<file path="src/common/cpurf_pkg.sv">
// package: shared constants and carrier types for the cpu register file and flags
package cpurf_pkg;
  localparam int unsigned NUM_REGS = 8;
  localparam int unsigned REG_W = 32;
  localparam int unsigned IDX_W = 3;
  localparam int unsigned PC_W = 24;
  localparam int unsigned FLAG_W = 8;
  localparam int unsigned ADDR20_W = 20;
  localparam logic [IDX_W-1:0] STACK_IDX = 3'h7;
  localparam logic [2:0] BIT_I = 3'h7;
  localparam logic [2:0] BIT_UI = 3'h6;
  localparam logic [2:0] BIT_H = 3'h5;
  localparam logic [2:0] BIT_U = 3'h4;
  localparam logic [2:0] BIT_N = 3'h3;
  localparam logic [2:0] BIT_Z = 3'h2;
  localparam logic [2:0] BIT_V = 3'h1;
  localparam logic [2:0] BIT_C = 3'h0;
  localparam logic [PC_W-1:0] PC_ALIGN_MASK = 24'hFFFFFE;
  localparam logic [PC_W-1:0] NORMAL_MASK = 24'h00FFFF;
  localparam logic [PC_W-1:0] MB1_MASK = 24'h0FFFFF;
  localparam logic [PC_W-1:0] ADV_MASK = 24'hFFFFFF;
  localparam logic [FLAG_W-1:0] FLAG_RESET_I = 8'h80;

  // view of a general register selected by an access
  typedef enum logic [2:0] {
    CPURF_SZ_LONG,
    CPURF_SZ_EXT,
    CPURF_SZ_LOWER,
    CPURF_SZ_HIGH_BYTE,
    CPURF_SZ_LOW_BYTE
  } cpurf_size_t;

  // operand size of an arithmetic flag update
  typedef enum logic [1:0] {
    CPURF_OP_BYTE,
    CPURF_OP_WORD,
    CPURF_OP_LONG
  } cpurf_opsz_t;

  // how the flag register is changed this cycle
  typedef enum logic [3:0] {
    CPURF_FL_NONE,
    CPURF_FL_ARITH,
    CPURF_FL_LOGIC,
    CPURF_FL_SHIFT,
    CPURF_FL_BITACC,
    CPURF_FL_LOAD,
    CPURF_FL_AND,
    CPURF_FL_OR,
    CPURF_FL_XOR
  } cpurf_flop_t;

  // address space modes
  typedef enum logic [1:0] {
    CPURF_AS_NORMAL,
    CPURF_AS_MB1,
    CPURF_AS_ADVANCED
  } cpurf_aspace_t;

  // branch condition codes, four-bit form
  typedef enum logic [3:0] {
    CPURF_CC_T, CPURF_CC_F, CPURF_CC_HI, CPURF_CC_LS,
    CPURF_CC_CC, CPURF_CC_CS, CPURF_CC_NE, CPURF_CC_EQ,
    CPURF_CC_VC, CPURF_CC_VS, CPURF_CC_PL, CPURF_CC_MI,
    CPURF_CC_GE, CPURF_CC_LT, CPURF_CC_GT, CPURF_CC_LE
  } cpurf_cond_t;

  typedef struct packed {
    logic en;
    logic [IDX_W-1:0] idx;
    cpurf_size_t size;
    logic [REG_W-1:0] data;
  } cpurf_wr_t;

  typedef struct packed {
    cpurf_opsz_t opsz;
    logic sub;
    logic [REG_W-1:0] a;
    logic [REG_W-1:0] b;
    logic cin;
  } cpurf_arith_t;

  typedef struct packed {
    cpurf_flop_t op;
    cpurf_opsz_t opsz;
    logic [REG_W-1:0] result;
    logic shift_out;
    logic bit_val;
    logic [FLAG_W-1:0] imm;
  } cpurf_flag_cmd_t;
endpackage

</file>
<file path="src/cpurf_arith.sv">
// adder/subtractor producing result and half-carry, carry and overflow per size
`timescale 1ns/1ps
`default_nettype none
module cpurf_arith (
  input wire cpurf_pkg::cpurf_arith_t i_op,
  output logic [cpurf_pkg::REG_W-1:0] o_result,
  output logic o_half,
  output logic o_carry,
  output logic o_ovf
);
  // subtraction as a + ~b + 1 - borrow: carry-out inverted gives the borrow
  wire [cpurf_pkg::REG_W-1:0] b_eff = i_op.sub ? ~i_op.b : i_op.b;
  wire cin_eff = i_op.sub ? ~i_op.cin : i_op.cin;
  wire [cpurf_pkg::REG_W:0] sum = {1'b0, i_op.a} + {1'b0, b_eff} + {32'h0, cin_eff};
  wire [12:0] lo12 = {1'b0, i_op.a[11:0]} + {1'b0, b_eff[11:0]} + {12'h0, cin_eff};
  wire [4:0] lo4 = {1'b0, i_op.a[3:0]} + {1'b0, b_eff[3:0]} + {4'h0, cin_eff};
  wire [28:0] lo28 = {1'b0, i_op.a[27:0]} + {1'b0, b_eff[27:0]} + {28'h0, cin_eff};
  wire [8:0] lo8 = {1'b0, i_op.a[7:0]} + {1'b0, b_eff[7:0]} + {8'h0, cin_eff};
  wire [16:0] lo16 = {1'b0, i_op.a[15:0]} + {1'b0, b_eff[15:0]} + {16'h0, cin_eff};
  logic hc;
  logic cy;
  logic sa;
  logic sb;
  logic sr;

  always_comb begin
    o_result = sum[cpurf_pkg::REG_W-1:0];
    unique case (i_op.opsz)
      cpurf_pkg::CPURF_OP_BYTE: begin
        hc = lo4[4];
        cy = lo8[8];
        sa = i_op.a[7];
        sb = b_eff[7];
        sr = sum[7];
      end
      cpurf_pkg::CPURF_OP_WORD: begin
        hc = lo12[12];
        cy = lo16[16];
        sa = i_op.a[15];
        sb = b_eff[15];
        sr = sum[15];
      end
      default: begin
        hc = lo28[28];
        cy = sum[cpurf_pkg::REG_W];
        sa = i_op.a[31];
        sb = b_eff[31];
        sr = sum[31];
      end
    endcase
    o_half = hc ^ i_op.sub;
    o_carry = cy ^ i_op.sub;
    o_ovf = (sa == sb) && (sr != sa);
  end
endmodule
`default_nettype wire

</file>
<file path="src/cpurf_cond.sv">
// branch condition evaluation from the negative, zero, overflow and carry flags
`timescale 1ns/1ps
`default_nettype none
module cpurf_cond (
  input wire logic [cpurf_pkg::FLAG_W-1:0] i_flags,
  input wire cpurf_pkg::cpurf_cond_t i_cond,
  output logic o_taken
);
  wire n = i_flags[cpurf_pkg::BIT_N];
  wire z = i_flags[cpurf_pkg::BIT_Z];
  wire v = i_flags[cpurf_pkg::BIT_V];
  wire c = i_flags[cpurf_pkg::BIT_C];

  always_comb begin
    unique case (i_cond)
      cpurf_pkg::CPURF_CC_T: o_taken = 1'b1;
      cpurf_pkg::CPURF_CC_F: o_taken = 1'b0;
      cpurf_pkg::CPURF_CC_HI: o_taken = ~(c | z);
      cpurf_pkg::CPURF_CC_LS: o_taken = c | z;
      cpurf_pkg::CPURF_CC_CC: o_taken = ~c;
      cpurf_pkg::CPURF_CC_CS: o_taken = c;
      cpurf_pkg::CPURF_CC_NE: o_taken = ~z;
      cpurf_pkg::CPURF_CC_EQ: o_taken = z;
      cpurf_pkg::CPURF_CC_VC: o_taken = ~v;
      cpurf_pkg::CPURF_CC_VS: o_taken = v;
      cpurf_pkg::CPURF_CC_PL: o_taken = ~n;
      cpurf_pkg::CPURF_CC_MI: o_taken = n;
      cpurf_pkg::CPURF_CC_GE: o_taken = ~(n ^ v);
      cpurf_pkg::CPURF_CC_LT: o_taken = n ^ v;
      cpurf_pkg::CPURF_CC_GT: o_taken = ~(z | (n ^ v));
      cpurf_pkg::CPURF_CC_LE: o_taken = z | (n ^ v);
    endcase
  end
endmodule
`default_nettype wire

</file>
<file path="src/cpurf_top.sv">
// cpu architectural state: general registers, instruction pointer, condition flags
`timescale 1ns/1ps
`default_nettype none
module cpurf_top (
  input wire logic i_clk,
  input wire logic i_sys_rst,
  input wire logic [cpurf_pkg::PC_W-1:0] i_reset_vector,
  input wire cpurf_pkg::cpurf_wr_t i_wr,
  input wire logic [cpurf_pkg::IDX_W-1:0] i_rd_a_idx,
  input wire cpurf_pkg::cpurf_size_t i_rd_a_size,
  input wire logic [cpurf_pkg::IDX_W-1:0] i_rd_b_idx,
  input wire cpurf_pkg::cpurf_size_t i_rd_b_size,
  input wire logic i_sp_wr,
  input wire logic [cpurf_pkg::REG_W-1:0] i_sp_data,
  input wire logic i_pc_load,
  input wire logic [cpurf_pkg::PC_W-1:0] i_pc_data,
  input wire logic i_pc_step,
  input wire cpurf_pkg::cpurf_flag_cmd_t i_flag_cmd,
  input wire cpurf_pkg::cpurf_arith_t i_arith,
  input wire logic i_exc_start,
  input wire logic i_irq_req,
  input wire logic i_irq_ui_masked,
  input wire logic i_ui_as_mask,
  input wire logic i_nmi_req,
  input wire cpurf_pkg::cpurf_cond_t i_cond,
  input wire cpurf_pkg::cpurf_aspace_t i_aspace,
  input wire logic [cpurf_pkg::PC_W-1:0] i_eff_addr,
  input wire logic i_wide_access,
  output logic [cpurf_pkg::REG_W-1:0] o_rd_a,
  output logic [cpurf_pkg::REG_W-1:0] o_rd_b,
  output logic [cpurf_pkg::REG_W-1:0] o_stack_ptr,
  output logic [cpurf_pkg::PC_W-1:0] o_instruction_pointer,
  output logic [cpurf_pkg::PC_W-1:0] o_fetch_addr,
  output logic [cpurf_pkg::FLAG_W-1:0] o_condition_flags,
  output logic [cpurf_pkg::REG_W-1:0] o_arith_result,
  output logic o_branch_taken,
  output logic o_irq_accept,
  output logic o_nmi_accept,
  output logic [cpurf_pkg::PC_W-1:0] o_bus_addr
);
  // general registers have no reset: undefined after reset
  logic [cpurf_pkg::REG_W-1:0] gen_reg [cpurf_pkg::NUM_REGS];
  logic [cpurf_pkg::PC_W-1:0] ip_reg;
  logic [cpurf_pkg::PC_W-1:0] ip_next;
  logic [cpurf_pkg::FLAG_W-1:0] flags_reg;
  logic [cpurf_pkg::FLAG_W-1:0] flags_next;
  logic [cpurf_pkg::REG_W-1:0] rd_a_reg;
  logic [cpurf_pkg::REG_W-1:0] rd_b_reg;
  logic [cpurf_pkg::REG_W-1:0] sp_reg;
  logic [cpurf_pkg::PC_W-1:0] fetch_reg;
  logic [cpurf_pkg::REG_W-1:0] arith_reg;
  logic taken_reg;
  logic irq_acc_reg;
  logic nmi_acc_reg;
  logic [cpurf_pkg::PC_W-1:0] bus_addr_reg;

  // read view of a register: narrow views are zero-extended into the low bits
  function automatic logic [cpurf_pkg::REG_W-1:0] view_rd(
    input logic [cpurf_pkg::REG_W-1:0] r,
    input cpurf_pkg::cpurf_size_t sz
  );
    logic [cpurf_pkg::REG_W-1:0] v;
    v = r;
    unique case (sz)
      cpurf_pkg::CPURF_SZ_LONG: v = r;
      cpurf_pkg::CPURF_SZ_EXT: v = {16'h0000, r[31:16]};
      cpurf_pkg::CPURF_SZ_LOWER: v = {16'h0000, r[15:0]};
      cpurf_pkg::CPURF_SZ_HIGH_BYTE: v = {24'h000000, r[15:8]};
      cpurf_pkg::CPURF_SZ_LOW_BYTE: v = {24'h000000, r[7:0]};
      default: v = r;
    endcase
    return v;
  endfunction

  // merge of write data into the old value for the selected view
  function automatic logic [cpurf_pkg::REG_W-1:0] view_wr(
    input logic [cpurf_pkg::REG_W-1:0] r,
    input cpurf_pkg::cpurf_size_t sz,
    input logic [cpurf_pkg::REG_W-1:0] d
  );
    logic [cpurf_pkg::REG_W-1:0] v;
    v = r;
    unique case (sz)
      cpurf_pkg::CPURF_SZ_LONG: v = d;
      cpurf_pkg::CPURF_SZ_EXT: v = {d[15:0], r[15:0]};
      cpurf_pkg::CPURF_SZ_LOWER: v = {r[31:16], d[15:0]};
      cpurf_pkg::CPURF_SZ_HIGH_BYTE: v = {r[31:16], d[7:0], r[7:0]};
      cpurf_pkg::CPURF_SZ_LOW_BYTE: v = {r[31:8], d[7:0]};
      default: v = r;
    endcase
    return v;
  endfunction

  // space mask applied to any address, word alignment only when align is set
  function automatic logic [cpurf_pkg::PC_W-1:0] form_addr(
    input logic [cpurf_pkg::PC_W-1:0] a,
    input cpurf_pkg::cpurf_aspace_t m,
    input logic align
  );
    logic [cpurf_pkg::PC_W-1:0] v;
    unique case (m)
      cpurf_pkg::CPURF_AS_NORMAL: v = a & cpurf_pkg::NORMAL_MASK;
      cpurf_pkg::CPURF_AS_MB1: v = a & cpurf_pkg::MB1_MASK;
      cpurf_pkg::CPURF_AS_ADVANCED: v = a & cpurf_pkg::ADV_MASK;
      default: v = a & cpurf_pkg::ADV_MASK;
    endcase
    return align ? (v & cpurf_pkg::PC_ALIGN_MASK) : v;
  endfunction

  // the stack port wins over a datapath write to register 7
  genvar gi;
  generate
    for (gi = 0; gi < cpurf_pkg::NUM_REGS; gi++) begin : g_regs
      wire hit = i_wr.en && (i_wr.idx == cpurf_pkg::IDX_W'(gi));
      wire sp_hit = i_sp_wr && (cpurf_pkg::IDX_W'(gi) == cpurf_pkg::STACK_IDX);
      wire [cpurf_pkg::REG_W-1:0] merged = view_wr(gen_reg[gi], i_wr.size, i_wr.data);
      always_ff @(posedge i_clk) begin
        if (sp_hit) begin
          gen_reg[gi] <= i_sp_data;
        end else if (hit) begin
          gen_reg[gi] <= merged;
        end
      end
    end
  endgenerate

  // arithmetic unit feeds half-carry, carry and overflow
  logic [cpurf_pkg::REG_W-1:0] ar_res;
  logic ar_h;
  logic ar_c;
  logic ar_v;
  cpurf_arith u_arith (
    .i_op(i_arith),
    .o_result(ar_res),
    .o_half(ar_h),
    .o_carry(ar_c),
    .o_ovf(ar_v)
  );

  logic cond_taken;
  cpurf_cond u_cond (
    .i_flags(flags_reg),
    .i_cond(i_cond),
    .o_taken(cond_taken)
  );

  // sign and zero of the result at the operand size
  wire [cpurf_pkg::REG_W-1:0] res_src =
    (i_flag_cmd.op == cpurf_pkg::CPURF_FL_ARITH) ? ar_res : i_flag_cmd.result;
  wire res_sign = (i_flag_cmd.opsz == cpurf_pkg::CPURF_OP_BYTE) ? res_src[7] :
                  (i_flag_cmd.opsz == cpurf_pkg::CPURF_OP_WORD) ? res_src[15] : res_src[31];
  wire res_zero = (i_flag_cmd.opsz == cpurf_pkg::CPURF_OP_BYTE) ? (res_src[7:0] == 8'h00) :
                  (i_flag_cmd.opsz == cpurf_pkg::CPURF_OP_WORD) ? (res_src[15:0] == 16'h0000) :
                  (res_src == 32'h00000000);

  always_comb begin
    flags_next = flags_reg;
    unique case (i_flag_cmd.op)
      cpurf_pkg::CPURF_FL_NONE: flags_next = flags_reg;
      cpurf_pkg::CPURF_FL_ARITH: begin
        flags_next[cpurf_pkg::BIT_H] = ar_h;
        flags_next[cpurf_pkg::BIT_N] = res_sign;
        flags_next[cpurf_pkg::BIT_Z] = res_zero;
        flags_next[cpurf_pkg::BIT_V] = ar_v;
        flags_next[cpurf_pkg::BIT_C] = ar_c;
      end
      cpurf_pkg::CPURF_FL_LOGIC: begin
        flags_next[cpurf_pkg::BIT_N] = res_sign;
        flags_next[cpurf_pkg::BIT_Z] = res_zero;
        flags_next[cpurf_pkg::BIT_V] = 1'b0;
      end
      cpurf_pkg::CPURF_FL_SHIFT: begin
        flags_next[cpurf_pkg::BIT_N] = res_sign;
        flags_next[cpurf_pkg::BIT_Z] = res_zero;
        flags_next[cpurf_pkg::BIT_V] = 1'b0;
        flags_next[cpurf_pkg::BIT_C] = i_flag_cmd.shift_out;
      end
      cpurf_pkg::CPURF_FL_BITACC: flags_next[cpurf_pkg::BIT_C] = i_flag_cmd.bit_val;
      cpurf_pkg::CPURF_FL_LOAD: flags_next = i_flag_cmd.imm;
      cpurf_pkg::CPURF_FL_AND: flags_next = flags_reg & i_flag_cmd.imm;
      cpurf_pkg::CPURF_FL_OR: flags_next = flags_reg | i_flag_cmd.imm;
      cpurf_pkg::CPURF_FL_XOR: flags_next = flags_reg ^ i_flag_cmd.imm;
      default: flags_next = flags_reg;
    endcase
    // exception entry sets the mask bit over any same-cycle flag instruction; the other bits follow the instruction
    if (i_exc_start) begin
      flags_next[cpurf_pkg::BIT_I] = 1'b1;
    end
  end

  always_comb begin
    ip_next = ip_reg;
    if (i_pc_load) begin
      ip_next = i_pc_data;
    end else if (i_pc_step) begin
      ip_next = (ip_reg & cpurf_pkg::PC_ALIGN_MASK) + 24'h000002;
    end
  end

  // mask flag blocks maskable requests; bit 6 in its mask role blocks those with i_irq_ui_masked
  wire irq_ok = i_irq_req && !flags_reg[cpurf_pkg::BIT_I] &&
                !(i_ui_as_mask && i_irq_ui_masked && flags_reg[cpurf_pkg::BIT_UI]);

  // reset loads only the pointer and mask bit
  always_ff @(posedge i_clk) begin
    if (i_sys_rst) begin
      ip_reg <= i_reset_vector;
      flags_reg[cpurf_pkg::BIT_I] <= 1'b1;
    end else begin
      ip_reg <= ip_next;
      flags_reg <= flags_next;
    end
  end

  always_ff @(posedge i_clk) begin
    if (i_sys_rst) begin
      rd_a_reg <= 32'h00000000;
      rd_b_reg <= 32'h00000000;
      sp_reg <= 32'h00000000;
      fetch_reg <= 24'h000000;
      arith_reg <= 32'h00000000;
      taken_reg <= 1'b0;
      irq_acc_reg <= 1'b0;
      nmi_acc_reg <= 1'b0;
      bus_addr_reg <= 24'h000000;
    end else begin
      rd_a_reg <= view_rd(gen_reg[i_rd_a_idx], i_rd_a_size);
      rd_b_reg <= view_rd(gen_reg[i_rd_b_idx], i_rd_b_size);
      sp_reg <= gen_reg[cpurf_pkg::STACK_IDX];
      fetch_reg <= form_addr(ip_next, i_aspace, 1'b1);
      arith_reg <= ar_res;
      taken_reg <= cond_taken;
      irq_acc_reg <= irq_ok;
      nmi_acc_reg <= i_nmi_req;
      bus_addr_reg <= form_addr(i_eff_addr, i_aspace, i_wide_access);
    end
  end

  assign o_rd_a = rd_a_reg;
  assign o_rd_b = rd_b_reg;
  assign o_stack_ptr = sp_reg;
  assign o_instruction_pointer = ip_reg;
  assign o_fetch_addr = fetch_reg;
  assign o_condition_flags = flags_reg;
  assign o_arith_result = arith_reg;
  assign o_branch_taken = taken_reg;
  assign o_irq_accept = irq_acc_reg;
  assign o_nmi_accept = nmi_acc_reg;
  assign o_bus_addr = bus_addr_reg;
endmodule
`default_nettype wire

</file>
<file path="config.mk">
export PLATFORM = sky130hd
export DESIGN_NAME = cpurf_top
export DESIGN_NICKNAME = d
export VERILOG_FILES = /design/src/common/cpurf_pkg.sv /design/src/cpurf_arith.sv /design/src/cpurf_cond.sv /design/src/cpurf_top.sv
export SDC_FILE = /design/constraint.sdc
export NUM_CORES = 1
export LEC_CHECK = 0
export BUFFER_PORTS_ARGS = -buffer_cell sky130_fd_sc_hd__buf_2
export CAP_MARGIN = 20
export CORE_MARGIN = 3
export CORE_UTILIZATION = 55
export CTS_CLUSTER_SIZE = 28
export DETAILED_ROUTE_END_ITERATION = 12
export HOLD_SLACK_MARGIN = 0.06
export PLACE_DENSITY = 0.81
export SLEW_MARGIN = 20
export SYNTH_ARGS = -nofsm -noshare
export SYNTH_HDL_FRONTEND = slang
export SYNTH_SLANG_ARGS = --single-unit
</file>
<file path="constraint.sdc">
create_clock -name i_clk -period 5.9 [get_ports i_clk]
set_clock_uncertainty 0.2 [all_clocks]
set_input_delay 1.18 -clock i_clk [delete_from_list [all_inputs] [get_ports i_clk]]
set_output_delay 1.18 -clock i_clk [all_outputs]
set_load 0.01 [all_outputs]
</file>
==> results.md <==
- Die X: 208.3 um
- CTS Buf Count: 48
- RSZ-0062 raised after global routing: no
- Rows: 73
- Ys Warns: 0
- TritonCTS clock tree: yes
- WP buf/inv: 2
- Met3 WL: 6914 um
- CP Cell Sequence: buf_2, buf_4, xor2_1, fa_1, a211oi_1, o21bai_1, o21a_1, o21ai_0, a21oi_1, a21o_1, a211o_1, a2111oi_0, a41oi_1, o21ai_1
- CP Capture Type: register
- Largest net degree at the start of global routing: 95
- CP max-delay cell: fa_1
- Final period util: 0.7966
- WP data required: approximately 6000 ps
- # port buffers: between 400 and 500
- Number of global-route vias before repair: 18120
- Placeable Area: 0.04010 mm^2
- Max FFs per register: around 260
- Antenna violations before repair: 4
- Number of routed nets with antenna violations: 0
- Max-slew violations: 0
- HPWL after DPL: 53980 um
- First-pass GRT wire length: 110000 um
- Skew-Pair Late Insertion Delay: 590 ps
- Post-Syn Area: 0.02250 mm^2
- Fin cells: roughly 2800
- Clock Path Buffers: 3
- Number of synthesized flops with an enable pin: 264
- First-pass DRT Iterations: 5
- Clk pin slew, worst setup/hold paths: 60 ps
- Drt initial violations: around 1900
- Via count: 17710
- Startpoint types: input port
- Async S/R FF share, synth: 0
- PwrDens: 311.7 mW/mm^2
- Sequential area share after synthesis: 0.5320
- Primary FF master, synth: edfxtp_1
- Min Tclk post-route: between 4000 and 5000 ps
- Commonest non-fill, non-tap cell in the layout: buf_2
- CP Data Arrival Time: 4940 ps
- Filler Cell Count: 2825
- # clock sinks: 466
- Synth top area share: 0.3523
- Syn Area/Cell: 12.37 um^2
- Metal2 WL: 36600 um
- Post-CTS Resized: 0
- Maxcap violations: 0
- Syn nets: 2157
- H-tree levels: 2
- Met1 Wirelength: 26090 um
- Ports: roughly 500
- GP Congestion: 0.9376
- DR vias/cell: 6.217
- Detailed-route wire length: 74480 um
- Area grow syn2layout: 21.14%
- Dominant cells by area after synthesis: edfxtp_1 35%, dfxtp_1 18%, mux4_2 13%
- Initial Util: 0.5612
- Slew HR: 0.2248
- Count of final setup violators: 0
- Final hold violation count: 0
- Dpl cell area: between 0.02 and 0.03 mm^2
- Cells after DPL: 2754
- CP Class: in2reg
- Die area: roughly 0.043 mm^2
- Layout cells sized above 1: 0.3447
- Remaining DRCs: 0
- Most frequent cells in the layout: 494 x buf_2, 264 x edfxtp_1, 202 x dfxtp_1, 177 x nor2_1, 128 x mux4_2
- Highest routing layer actually used: met5
- Gate count of the mapped netlist: 1819
- Post-synthesis register bit count: 466
- Crit-path max cell delay: 500 ps
- Highest Clock Rate: 0.2128 GHz
- Crit path max fanout: 25
- TNS Setup: 0 ps
- CP top delay family: compound AO/OA/AOI/OAI gates
- Wire per inst: 26.15 um
- P_leak: 10.91 nW
- Yosys top cell by area: edfxtp_1
- Peak supply drop: 0.2692 mV
- Gr usage total: 0.3341
- Outcome: completed
- Layout Utilization: 0.6798
- Final #Nets: 2617
- Worst Hold Class: reg2reg
- Remaining Overflow, GRT: 0
- Worst slew pin tran: 1159 ps
- Post-CTS setup buffers: 0
- Synth cell types: 72
- CTS root buffer: clkbuf_16
- Hold_buf cts: 0
- Chip height: roughly 210 um
- Final instance area: 0.02726 mm^2
-- kinds of logic (layout without fill, tap and decap cells) --
group	count (synthesis)	in the layout	synth area share
AOI/OAI and AO/OA	348	348	0.1028
xor gates and xnor gates	86	86	0.03347
adders and majority gates	50	50	0.02847
buffers and inverters	148	647	0.02524
DFF	466	466	0.5320
muxes	219	219	0.1714
other	1	6	0.0001666
and+or+nand+nor	501	501	0.1064
-- power breakdown --
group	total (mW)	leakage, nW	switching, mW	internal (mW)
registers	3.72	3.92	0.0897	3.63
clock network	3.35	0.853	1.32	2.02
logic	1.43	6.13	0.852	0.579
total	8.50	10.9	2.27	6.23
-- per-stage QoR --
| step | hold WS [ps] | power [mW] | worst slack [ps] |
|---|---|---|---|
| after floorplan | 268.6 | 4.616 | 873.0 |
| after global placement | 291.5 | 5.155 | 794.7 |
| after detailed placement | 300.5 | 5.184 | 671.9 |
| after CTS | 329.5 | 8.518 | 1236 |
| after global routing | 364.8 | 8.760 | 919.7 |
| final | 325.0 | 8.498 | 1200 |
-- cell type report --
type                            count  area, um^2  share of cell area
Antenna cell                        5       12.51           0.0004590
Clock buffer                       65        1399             0.05131
Clock inverter                     24       350.3             0.01285
Inverter                           38       142.6            0.005232
Multi-Input combinational cell   1205       10010              0.3671
Sequential cell                   466       11970              0.4392
Tap cell                          525       656.9             0.02410
Timing Repair Buffer              520        2720             0.09978
-- path summary, 6_finish.rpt --
| check | end | startpoint | slack (ps) | cells after the start |
|---|---|---|---|---|
| max | o_condition_flags[2] | i_arith[65] | 1200 | 14 |
| min | o_stack_ptr[21] | gen_reg[7][21] | 330 | 1 |
| max reg2reg | o_instruction_pointer[23] | o_instruction_pointer[6] | 3160 | 9 |
| min reg2reg | o_stack_ptr[21] | gen_reg[7][21] | 330 | 1 |
-- per-layer routing --
metal / vias up / GRT usage
li1: 7745 / -
met1: 8600 / 0.3996
met2: 1089 / 0.5658
met3: 267 / 0.06755
met4: 4 / 0.1895
met5: - / 0
-- Yosys cell counts (25+ instances only) --
| library cell | count |
|---|---|
| dfxtp_1 | 202 |
| mux4_2 | 128 |
| o21ai_0 | 80 |
| clkbuf_1 | 79 |
| nor2b_1 | 83 |
| inv_1 | 37 |
| mux2_2 | 51 |
| a211oi_1 | 44 |
| edfxtp_1 | 264 |
| nor2_1 | 184 |
| ha_1 | 48 |
| xnor2_1 | 26 |
| nand2_1 | 106 |
| nand3_1 | 25 |
| mux2i_1 | 40 |
| xor2_1 | 60 |
| buf_1 | 28 |
| a21o_1 | 34 |
| a21oi_1 | 73 |
No activity file was read; power rests on OpenSTA's default activity.
